**config.mk**
```make
export PLATFORM = sky130hd
export DESIGN_NAME = ppo_output_stage
export DESIGN_NICKNAME = d
export VERILOG_FILES = /design/src/logic/ppo_pkg.sv /design/src/logic/ppo_timing_if.sv /design/src/logic/ppo_output_stage.sv /design/src/logic/ppo_raster_gen.sv
export SDC_FILE = /design/constraint.sdc
export NUM_CORES = 1
export LEC_CHECK = 0
export ABC_CLOCK_PERIOD_IN_PS = 2800
export BUFFER_PORTS_ARGS = -buffer_cell sky130_fd_sc_hd__clkbuf_2
export CAP_MARGIN = 0
export CORE_MARGIN = 2
export CORE_UTILIZATION = 58
export CTS_CLUSTER_DIAMETER = 80
export DETAILED_ROUTE_END_ITERATION = 8
export PLACE_DENSITY = 0.78
export RECOVER_POWER = 25
export SYNTH_ARGS = -nofsm -noshare
export SYNTH_HDL_FRONTEND = slang
export SYNTH_SLANG_ARGS = --single-unit
```
**constraint.sdc**
```tcl
create_clock -name sys_clk_in -period 2.8 [get_ports sys_clk_in]
set_input_delay 0.42 -clock sys_clk_in [delete_from_list [all_inputs] [get_ports sys_clk_in]]
set_output_delay 0.42 -clock sys_clk_in [all_outputs]
set_load 0.01 [all_outputs]
```
**src/logic/ppo_pkg.sv**
```systemverilog
// shared constants for the parallel pixel output stage
package ppo_pkg;

  // input pixel width and output bus widths
  localparam int unsigned PIXEL_WIDTH   = 10;
  localparam int unsigned BUS_WIDTH     = 8;
  localparam int unsigned LSB_WIDTH     = 2;

  // field positions inside a 10-bit pixel
  localparam int unsigned PIX_HI_MSB    = 9;
  localparam int unsigned PIX_HI_LSB    = 2;
  localparam int unsigned PIX_LO_MSB    = 1;
  localparam int unsigned PIX_BYTE_MSB  = 7;

  // default raster geometry, in pixel clocks and rows
  localparam int unsigned DEF_ACTIVE_COLS = 16;
  localparam int unsigned DEF_HBLANK_COLS = 4;
  localparam int unsigned DEF_ACTIVE_ROWS = 8;
  localparam int unsigned DEF_VBLANK_ROWS = 2;
  localparam int unsigned COUNT_WIDTH     = 16;

  // boot-select level that means stream at power-up
  localparam logic BOOT_STREAM = 1'b1;

  // cycles the boot-select synchroniser needs before it is trusted
  localparam logic [1:0] BOOT_SETTLE = 2'h3;

  // blanking value on the data lines
  localparam logic [BUS_WIDTH-1:0] BLANK_BYTE = 8'h00;
  localparam logic [LSB_WIDTH-1:0] BLANK_LSB  = 2'h0;

  typedef enum logic [2:0] {
    PPO_BOOT    = 3'b001,
    PPO_STANDBY = 3'b010,
    PPO_STREAM  = 3'b100
  } ppo_state_type;

endpackage

```
**src/logic/ppo_timing_if.sv**
```systemverilog
// raster position carrier between the output stage and its raster counter
`timescale 1ns/1ns
`default_nettype none

interface ppo_timing_if;
  logic run;
  logic step;
  logic pixel_slot;
  logic frame_slot;
  logic frame_end;

  modport gen (
    input  run,
    input  step,
    output pixel_slot,
    output frame_slot,
    output frame_end
  );

  modport use_side (
    output run,
    output step,
    input  pixel_slot,
    input  frame_slot,
    input  frame_end
  );
endinterface

`default_nettype wire
```
**src/logic/ppo_output_stage.sv**
```systemverilog
// parallel pixel output stage: boot select, framing strobes, data lanes
`timescale 1ns/1ns
`default_nettype none

module ppo_output_stage
  import ppo_pkg::*;
#(
  parameter int unsigned ACTIVE_COLS = DEF_ACTIVE_COLS,
  parameter int unsigned HBLANK_COLS = DEF_HBLANK_COLS,
  parameter int unsigned ACTIVE_ROWS = DEF_ACTIVE_ROWS,
  parameter int unsigned VBLANK_ROWS = DEF_VBLANK_ROWS
) (
  input  wire logic                   sys_clk_in,
  input  wire logic                   rst_in,
  input  wire logic                   reference_clock_in,
  input  wire logic                   boot_select_in,
  input  wire logic                   parallel_enable_n_in,
  input  wire logic                   serial_select_in,
  input  wire logic                   config_update_in,
  input  wire logic                   wide_mode_in,
  input  wire logic [PIXEL_WIDTH-1:0] pixel_data_in,
  output logic                        pixel_take_out,
  output logic [BUS_WIDTH-1:0]        data_out,
  output logic [LSB_WIDTH-1:0]        data_lsb_out,
  output logic                        row_active_out,
  output logic                        frame_active_out,
  output logic                        pixel_output_clock_out,
  output logic                        parallel_oe_out,
  output logic                        serial_enable_out,
  output logic                        streaming_out
);

  ppo_timing_if tim ();

  // pin synchronisers; first stage is read only by the second
  logic ref_meta;
  logic ref_sync;
  logic ref_prev;
  logic boot_meta;
  logic boot_sync;
  logic oe_n_meta;
  logic oe_n_sync;
  logic ser_meta;
  logic ser_sync;

  always_ff @(posedge sys_clk_in or posedge rst_in) begin
    if (rst_in) begin
      ref_meta  <= 1'b0;
      ref_sync  <= 1'b0;
      ref_prev  <= 1'b0;
    end else begin
      ref_meta  <= reference_clock_in;
      ref_sync  <= ref_meta;
      ref_prev  <= ref_sync;
    end
  end

  // pull-up default: reset value matches an open boot-select pin
  always_ff @(posedge sys_clk_in or posedge rst_in) begin
    if (rst_in) begin
      boot_meta <= BOOT_STREAM;
      boot_sync <= BOOT_STREAM;
      oe_n_meta <= 1'b1;
      oe_n_sync <= 1'b1;
      ser_meta  <= 1'b0;
      ser_sync  <= 1'b0;
    end else begin
      boot_meta <= boot_select_in;
      boot_sync <= boot_meta;
      oe_n_meta <= parallel_enable_n_in;
      oe_n_sync <= oe_n_meta;
      ser_meta  <= serial_select_in;
      ser_sync  <= ser_meta;
    end
  end

  // pixels launch on the falling edge so they are stable at the rising one
  logic ref_fall;
  assign ref_fall = ref_prev & ~ref_sync;

  // boot decision, taken once the synchroniser has settled after reset
  ppo_state_type state;
  logic [1:0]    settle;

  always_ff @(posedge sys_clk_in or posedge rst_in) begin
    if (rst_in) begin
      settle <= '0;
    end else if (state == PPO_BOOT && settle != BOOT_SETTLE) begin
      settle <= settle + 1'b1;
    end
  end

  always_ff @(posedge sys_clk_in or posedge rst_in) begin
    if (rst_in) begin
      state <= PPO_BOOT;
    end else begin
      case (state)
        PPO_BOOT: begin
          if (settle == BOOT_SETTLE) begin
            if (boot_sync == BOOT_STREAM) begin
              state <= PPO_STREAM;
            end else begin
              state <= PPO_STANDBY;
            end
          end
        end
        PPO_STANDBY: begin
          // standby holds until the host pushes new configuration
          if (config_update_in) begin
            state <= PPO_STREAM;
          end
        end
        PPO_STREAM: begin
          state <= PPO_STREAM;
        end
        default: begin
          state <= PPO_BOOT;
        end
      endcase
    end
  end

  logic streaming;
  assign streaming = (state == PPO_STREAM);

  // the raster restarts from row zero whenever streaming begins
  assign tim.run  = streaming;
  assign tim.step = ref_fall;

  ppo_raster_gen #(
    .ACTIVE_COLS (ACTIVE_COLS),
    .HBLANK_COLS (HBLANK_COLS),
    .ACTIVE_ROWS (ACTIVE_ROWS),
    .VBLANK_ROWS (VBLANK_ROWS)
  ) u_raster (
    .sys_clk_in (sys_clk_in),
    .rst_in     (rst_in),
    .tim        (tim)
  );

  // width mode is latched per frame so a frame never mixes formats
  logic wide_frame;

  always_ff @(posedge sys_clk_in or posedge rst_in) begin
    if (rst_in) begin
      wide_frame <= 1'b0;
    end else if (!streaming || (ref_fall && tim.frame_end)) begin
      wide_frame <= wide_mode_in;
    end
  end

  logic launch;
  assign launch = streaming && ref_fall;

  // strobes
  always_ff @(posedge sys_clk_in or posedge rst_in) begin
    if (rst_in) begin
      row_active_out   <= 1'b0;
      frame_active_out <= 1'b0;
    end else if (!streaming) begin
      row_active_out   <= 1'b0;
      frame_active_out <= 1'b0;
    end else if (launch) begin
      row_active_out   <= tim.pixel_slot;
      frame_active_out <= tim.frame_slot;
    end
  end

  // data lanes
  always_ff @(posedge sys_clk_in or posedge rst_in) begin
    if (rst_in) begin
      data_out     <= BLANK_BYTE;
      data_lsb_out <= BLANK_LSB;
    end else if (!streaming) begin
      data_out     <= BLANK_BYTE;
      data_lsb_out <= BLANK_LSB;
    end else if (launch) begin
      if (!tim.pixel_slot) begin
        data_out     <= BLANK_BYTE;
        data_lsb_out <= BLANK_LSB;
      end else if (wide_frame) begin
        data_out     <= pixel_data_in[PIX_HI_MSB:PIX_HI_LSB];
        data_lsb_out <= pixel_data_in[PIX_LO_MSB:0];
      end else begin
        data_out     <= pixel_data_in[PIX_BYTE_MSB:0];
        data_lsb_out <= BLANK_LSB;
      end
    end
  end

  // one-cycle pulse telling the source its pixel was taken
  always_ff @(posedge sys_clk_in or posedge rst_in) begin
    if (rst_in) begin
      pixel_take_out <= 1'b0;
    end else begin
      pixel_take_out <= launch && tim.pixel_slot;
    end
  end

  // pixel clock follows the reference; host samples on its rising edge
  always_ff @(posedge sys_clk_in or posedge rst_in) begin
    if (rst_in) begin
      pixel_output_clock_out <= 1'b0;
    end else begin
      pixel_output_clock_out <= streaming & ref_sync;
    end
  end

  // path select: the parallel drivers stay off while serial is chosen,
  // and without the host's enable the bus floats
  always_ff @(posedge sys_clk_in or posedge rst_in) begin
    if (rst_in) begin
      parallel_oe_out   <= 1'b0;
      serial_enable_out <= 1'b0;
      streaming_out     <= 1'b0;
    end else begin
      parallel_oe_out   <= streaming & ~ser_sync & ~oe_n_sync;
      serial_enable_out <= streaming & ser_sync;
      streaming_out     <= streaming;
    end
  end

endmodule

`default_nettype wire

```
**src/logic/ppo_raster_gen.sv**
```systemverilog
// raster counter: active region, horizontal and vertical blanking
`timescale 1ns/1ns
`default_nettype none

module ppo_raster_gen
  import ppo_pkg::*;
#(
  parameter int unsigned ACTIVE_COLS = DEF_ACTIVE_COLS,
  parameter int unsigned HBLANK_COLS = DEF_HBLANK_COLS,
  parameter int unsigned ACTIVE_ROWS = DEF_ACTIVE_ROWS,
  parameter int unsigned VBLANK_ROWS = DEF_VBLANK_ROWS
) (
  input  wire logic   sys_clk_in,
  input  wire logic   rst_in,
  ppo_timing_if.gen   tim
);

  localparam logic [COUNT_WIDTH-1:0] COL_ACT  = COUNT_WIDTH'(ACTIVE_COLS);
  localparam logic [COUNT_WIDTH-1:0] COL_LAST =
    COUNT_WIDTH'(ACTIVE_COLS + HBLANK_COLS - 1);
  localparam logic [COUNT_WIDTH-1:0] ROW_ACT  = COUNT_WIDTH'(ACTIVE_ROWS);
  localparam logic [COUNT_WIDTH-1:0] ROW_LAST =
    COUNT_WIDTH'(ACTIVE_ROWS + VBLANK_ROWS - 1);

  logic [COUNT_WIDTH-1:0] col;
  logic [COUNT_WIDTH-1:0] row;

  // rows in order, no field interleave
  always_ff @(posedge sys_clk_in or posedge rst_in) begin
    if (rst_in) begin
      col <= '0;
      row <= '0;
    end else if (!tim.run) begin
      col <= '0;
      row <= '0;
    end else if (tim.step) begin
      if (col == COL_LAST) begin
        col <= '0;
        row <= (row == ROW_LAST) ? '0 : row + 1'b1;
      end else begin
        col <= col + 1'b1;
      end
    end
  end

  // hblank after each row, vblank after the last row
  assign tim.pixel_slot = (row < ROW_ACT) && (col < COL_ACT);
  assign tim.frame_slot = (row < ROW_ACT);
  assign tim.frame_end  = (row == ROW_LAST) && (col == COL_LAST);

endmodule

`default_nettype wire

```
==> impl_results.md, run 1 <==
* Die area at 5990 µm²
* Die Wd at 77.4 µm
* Synth top cells by count: 59 x dfrtp_1, 38 x nand2_1, 19 x nor2_1
* Dpl cells at 410
* Clock Skew at 0.0106 ns
* Worst Path Max Fanout at 11
* Largest family of logic cells by synthesized area: simple AND/OR/NAND/NOR gates
* Via Count at 2483
* Max cap viols at 0
* Top FF cell, synth: dfrtp_1
* H-tree Lvls at 3
* Via-per-instance ratio at 5.83
* Dpl hpwl at 4500 µm
* Top Usage Layer GRT: met2
* Top cell type's share of synthesized area at 0.473
* Post-Synth Simple-Gate Area at 0.237
* Post-Syn Area at 3120 µm²
* Register area at 1610 µm²
* Crit-path max cell delay at 0.53 ns
* Pre-Repair DR Iteration Count at 4
* Num CTS Buffers at 9
* Final setup fails at 0
* Proportion of synthesized area in mux cells at 0.0372
* Final ANT Viol Nets at 0
* Critical path's slowest cell: or4bb_1
* Post-synth EDFFs at 0
* Via count of the first global-routing pass at 2394
* Total global-route track usage at 0.234
* R2r endpoint: u_raster.row[7]$_DFFE_PP0P_
* Reg2reg start: u_raster.col[0]$_DFFE_PP0P_
* Routability-driven placement congestion ratio at 0.831
* Pwr dens at 629 nW/µm²
* Number of port buffers at 34
* Maximum number of pins on one net before global-route repair at 32
* PostCTS Resize Cnt at 0
* Setup Fix Bufs, Post-CTS at 0
* Worst Tran Pin Value at 1.17 ns
* Synth top area cells: dfrtp_1 47%, nand2_1 4.6%, dfstp_2 4.2%
* Sequential-to-total area share from yosys stat at 0.515
* Fin nets at 373
* Boundary pin count at 35
* Core area at 5140 µm²
* Levels on crit path at 5
* Clk_lat worst skew at 0.35 ns
* Xor/xnor share of the synthesized area at 0.0224
* Die height at 77.4 µm
* Outcome: finished clean
* Initial drt markers at 150
* Clock-pin slew on the worst setup and hold paths at 0.08 ns
* CP Capture Point: u_raster.row[7]$_DFFE_PP0P_
* Met2 usage at 0.363
* Layout fillers at 422
* Crit path kind: register to register
* HP Class: primary input to register
* Slew headroom at 0.218
* Synth Area per Inst at 10.0 µm²
* Post-Synth Adder-Cell Area at 0.0160
* Netlist cell types at 48
* CP Capture Type: register
* Met3 GRT Util at 0.0628
* Leakage at 1.58 nW
* Worst Path Buf+Inv at 0
* Most frequent cell after synthesis: dfrtp_1
* RSZ-0062 raised after global routing: no
* Setup WS pre-CTS at 0.459 ns
* Placement row count at 26
* Drt wl/cell at 14.9 µm
* Setup ws final at 0.445 ns
* Synthesis-to-finish area growth at 15.1%
* Mapped Cells at 312
* Worst setup path start: u_raster.col[0]$_DFFE_PP0P_
* Final Max Tran Viols at 0
* Hold Violations, Final at 0
* Grt met1 use at 0.313
* Hold_buf cts at 0
* FMAX at 425 MHz
* Synth Area in Compound Gates at 0.140
* Finished Layout Cells at 426
* Root buffer cell: clkbuf_8
* Fraction of layout cells with a size suffix above 1 at 0.228
* VDD IR max at 497 µV
* Setup TNS at 0 ns
* Cell Chain, Critical Path: ha_1 -> or4bb_1 -> nor4_1 -> nand3_1 -> o41ai_1
* Syn. warnings at 0
* Ant diodes at 0
* Req. time, crit path at 3.04 ns
* GRT overflow at 0
* Initial antenna violation count at 0
* Syn nets at 334
* First-pass GRT wire length at 11000 µm
* Footprint of the multi-input gates at 1410 µm²
* Crit path DAT at 2.59 ns
* Worst R2R Path Depth at 5
* Clock buffer depth at 2
* # DRC at 0
* WL final at 6360 µm
* Critical path's top delay family: simple AND/OR/NAND/NOR gates
* Period utilisation layout at 0.841
* Synth Register Bits at 64
* R2r setup slk at 0.45 ns
* Cell taking the most area after synthesis: dfrtp_1
* Worst Setup Start Kind: register
* Post-synth ARST share at 1.00
* Clock sink count at 64
* Initial Util at 0.608
* CTS tree: yes
* Min Tclk post-route at 2.35 ns
## cells by family after synthesis
kind of cell,count (synthesis)
AND/OR/NAND/NOR,136
AO/OA/AOI/OAI,68
flip-flops,64
buffers and inverters,21
multiplexers,11
XOR/XNOR,8
adder cells (fa/ha/maj),4
## where the power goes
part	internal, mW	switching [mW]	leakage (nW)	total [mW]
Sequential	0.982	0.0412	0.849	1.02
Clock	0.528	0.371	0.105	0.899
Combinational	0.125	0.213	0.626	0.337
Total	1.63	0.625	1.58	2.26
## worst reg2reg max path, delay by kind of cell (launching register included)
| kind | cells | cell delay [ns] |
|---|---|---|
| compound gates | 1 | 0.36 |
| fa+ha+maj | 1 | 0.31 |
| flops | 1 | 0.42 |
| simple gates | 3 | 1.16 |
## sequential cells by signal, summed over array words and instances (netlist names), 2 cells and up
signal,flops
u_raster.col,16
u_raster.row,16
data_out,8
state,3
data_lsb_out,2
settle,2
## cell usage in the layout, fill, tap and decap left out, types with 4 or more instances in the layout
master,instances
a21oi_1,13
a31oi_1,6
and2_1,4
buf_4,8
clkbuf_2,34
clkbuf_8,10
dfrtp_1,59
dfstp_2,5
ha_1,4
inv_1,6
mux2i_1,9
nand2_1,38
nand3_1,14
nand4_1,10
nor2_1,19
nor3_1,16
nor4_1,4
o21ai_0,14
o21ai_1,6
o21ai_2,8
o31ai_1,10
or4_1,4
xor2_1,8
## layer usage
layer / vias up / wire length [µm]
li1: 1225 / -
met1: 1196 / 2950
met2: 54 / 3040
met3: 8 / 275
met4: 0 / 95
met5: - / 0
## metrics by stage
| step | cell area [µm²] | power, mW | util | hold WS [ns] |
|---|---|---|---|---|
| 2_1_floorplan | 3120 | 1.27 | - | 0.331 |
| 3_3_place_gp | 3370 | 1.37 | 0.655 | 0.333 |
| 3_5_place_dp | 3370 | 1.38 | 0.655 | 0.336 |
| 4_1_cts | 3590 | 2.28 | 0.699 | 0.131 |
| 5_1_grt | 3590 | 2.37 | 0.699 | 0.123 |
| 6_report | 3590 | 2.26 | 0.699 | 0.149 |
## worst min-delay path by stage
stage                              start                   to  cells after the start
global route        parallel_enable_n_in  oe_n_meta$_DFF_PP1_                      1
floorplan             ref_meta$_DFF_PP0_   ref_sync$_DFF_PP0_                      0
CTS                       boot_select_in  boot_meta$_DFF_PP1_                      1
finish              parallel_enable_n_in  oe_n_meta$_DFF_PP1_                      1
detailed placement    ref_meta$_DFF_PP0_   ref_sync$_DFF_PP0_                      0
global placement      ref_meta$_DFF_PP0_   ref_sync$_DFF_PP0_                      0
## layout make-up
| cell class | instances | share of cell area |
|---|---|---|
| sequential | 64 | 0.447 |
| timing repair buffer | 42 | 0.0640 |
| tap | 70 | 0.0244 |
| inverter | 7 | 0.00731 |
| clock inverter | 6 | 0.0254 |
| multi-input combinational | 227 | 0.393 |
| clock buffer | 10 | 0.0383 |
No activity file was read; power rests on OpenSTA's default activity.
==> run 2: changes to the inputs <==
ABC_CLOCK_PERIOD_IN_PS = 2200   (was 2800)
clock period = 2.2 ns   (was 2.8 ns; I/O delays follow)
==> run 2 against run 1 <==
  * The flow now finishes with violations (max-capacitance violations, max-slew violations)
  * Maximum frequency up 15%
  * Sequential share of layout area down 1.3 points
  * Total power up 23%
  * Core utilization up 2.1 points
  * Design area up 3.0%
  * Non-clock buffer count up 16
  * Setup slack worse by 0.30 ns
  * Highest routed layer unchanged
  * Flip-flop and latch count unchanged
  * Combinational power up 33%
  * Critical path depth up 1
  * Clock skew down 0.0021 ns
==> impl_results.md, run 2 (synthesized netlist as in run 1, its figures left out) <==
* Drt wl/cell at 14.9 µm (about the same)
* Total global-route track usage at 0.245 (+0.0115)
* Most frequent cells in the layout: 59 x dfrtp_1, 38 x nand2_1, 35 x clkbuf_2
* Via Count at 2576 (+3.7%)
* Failing checks: max-capacitance violations, max-slew violations
* Worst Tran Pin Value at 1.53 ns (+0.357 ns)
* Die height at 77.4 µm (unchanged)
* Req. time, crit path at 2.45 ns (-0.59 ns)
* Root buffer cell: clkbuf_8
* Initial drt markers at 165 (+10%)
* Boundary pin count at 35 (unchanged)
* CTS tree: yes
* Slew headroom at -0.0196 (-0.237)
* Clock-pin slew on the worst setup and hold paths at 0.07 ns (about the same)
* Initial Util at 0.608 (unchanged)
* # DRC at 0 (unchanged)
* Die Wd at 77.4 µm (unchanged)
* CP Capture Type: register
* First-pass GRT wire length at 11800 µm (+7.0%)
* Fin nets at 389 (+4.3%)
* Via count of the first global-routing pass at 2621 (+9.5%)
* Routability-driven placement congestion ratio at 0.824 (-0.83%)
* Worst setup path start: u_raster.row[13]$_DFFE_PP0P_
* Worst Path Max Fanout at 12 (+1)
* Placement row count at 26 (unchanged)
* HP Class: primary input to register
* H-tree Lvls at 3 (unchanged)
* Min Tclk post-route at 2.05 ns (-0.303 ns)
* Ant diodes at 0 (unchanged)
* Maximum number of pins on one net before global-route repair at 65 (+100%)
* Dpl hpwl at 4450 µm (-1.2%)
* Crit path DAT at 2.30 ns (-0.29 ns)
* Final setup fails at 0 (unchanged)
* Final ANT Viol Nets at 0 (unchanged)
* Fraction of layout cells with a size suffix above 1 at 0.266 (+0.0386)
* Hold wc startpoint: parallel_enable_n_in
* Number of port buffers at 34 (unchanged)
* Setup TNS at 0 ns (unchanged)
* Via-per-instance ratio at 5.83 (about the same)
* Pwr dens at 751 nW/µm² (+19%)
* Worst Setup Start Kind: register
* RSZ-0062 raised after global routing: no
* Clock Skew at 0.00853 ns (-0.00209 ns)
* Clk_lat worst skew at 0.34 ns (about the same)
* Leakage at 1.66 nW (+5.0%)
* Clock buffer depth at 2 (unchanged)
* Reg2reg start: u_raster.row[13]$_DFFE_PP0P_
* Num CTS Buffers at 9 (unchanged)
* Max cap viols at 1 (+1)
* Period utilisation layout at 0.932 (+0.0915)
* Dpl cell area at 3500 µm² (+3.9%)
* Outcome: finished, violations left
* WL final at 6600 µm (+3.7%)
* Pre-Repair DR Iteration Count at 4 (unchanged)
* Setup Fix Bufs, Post-CTS at 0 (unchanged)
* Hold Violations, Final at 0 (unchanged)
* Core area at 5140 µm² (unchanged)
* Synthesis-to-finish area growth at 18.5%
* VDD IR max at 558 µV (+12%)
* Fin area at 3700 µm² (+3.0%)
* Initial antenna violation count at 0 (unchanged)
* GRT overflow at 0 (unchanged)
* Die area at 5990 µm² (unchanged)
* Clock sink count at 64 (unchanged)
* Commonest non-fill, non-tap cell in the layout: dfrtp_1
* Crit path kind: register to register
* Final Max Tran Viols at 65 (+65)
* Biggest regs: u_raster.col: 16 flops, u_raster.row: 16 flops, data_out: 8 flops
* Layout fillers at 405 (-4.0%)
* FMAX at 487 MHz (+15%)
## run 2: worst paths after layout
path / end / depth (start not counted) / slack (ns)
worst max-delay path: data_out[5]$_DFFE_PP0P_ / 6 / 0.15
min in group asynchronous: u_raster.row[6]$_DFFE_PP0P_ / 3 / 0.50
worst min register to register: oe_n_sync$_DFF_PP1_ / 0 / 0.36
worst max register to register: data_out[5]$_DFFE_PP0P_ / 6 / 0.15
worst min-delay path: oe_n_meta$_DFF_PP1_ / 1 / 0.07
max in group asynchronous: ser_meta$_DFF_PP0_ / 3 / 0.79
## run 2: metrics by stage
| stage | instances | hold WS (ns) | util | total power [mW] | worst slack, ns |
|---|---|---|---|---|---|
| 4_1_cts | 442 | 0.0408 | 0.721 | 2.81 | 0.0263 |
| 3_3_place_gp | 426 | 0.335 | 0.681 | 1.76 | 0.133 |
| 5_1_grt | 442 | 0.0499 | 0.721 | 2.92 | 0.0118 |
| 6_report | 442 | 0.0687 | 0.721 | 2.78 | 0.149 |
| 2_1_floorplan | 312 | 0.331 | - | 1.62 | 0.198 |
| 3_5_place_dp | 426 | 0.347 | 0.681 | 1.77 | 0.0739 |
## run 2: layout make-up
| class | count | area [µm²] | area share |
|---|---|---|---|
| clock inverters | 4 | 53.8 | 0.0145 |
| well taps | 70 | 87.6 | 0.0236 |
| repair buffers | 58 | 348 | 0.0939 |
| inverters | 7 | 26.3 | 0.00709 |
| clock buffers | 12 | 155 | 0.0419 |
| multi-input cells | 227 | 1430 | 0.385 |
| flip-flops and latches | 64 | 1610 | 0.434 |
## run 2: layer usage
| metal | share of wire | vias to the layer above | wire, µm | GRT usage |
|---|---|---|---|---|
| li1 | - | 1253 | - | - |
| met1 | 0.45 | 1274 | 2950 | 0.321 |
| met2 | 0.51 | 41 | 3350 | 0.398 |
| met3 | 0.035 | 8 | 228 | 0.0581 |
| met4 | 0.012 | 0 | 78 | 0.0946 |
| met5 | 0 | - | 0 | 0 |
## run 2: repair_timing
action                     4_1_cts  5_1_grt
setup endpoints to repair        0       14
hold buffers                     0        0
resized for setup                0        3
## run 2: worst max-delay path: stages, from the launching register on
cell	delay, ns
dfrtp_1	0.42
or4_4	0.57
or2_1	0.25
nor3_2	0.23
nand3_1	0.11
buf_4	0.21
o21ai_0	0.18
## run 2: power breakdown
group,switching [mW],internal [mW],total (mW)
Combinational,0.274,0.173,0.447
Clock,0.446,0.587,1.03
Sequential,0.0512,1.25,1.30
Total,0.771,2.01,2.78
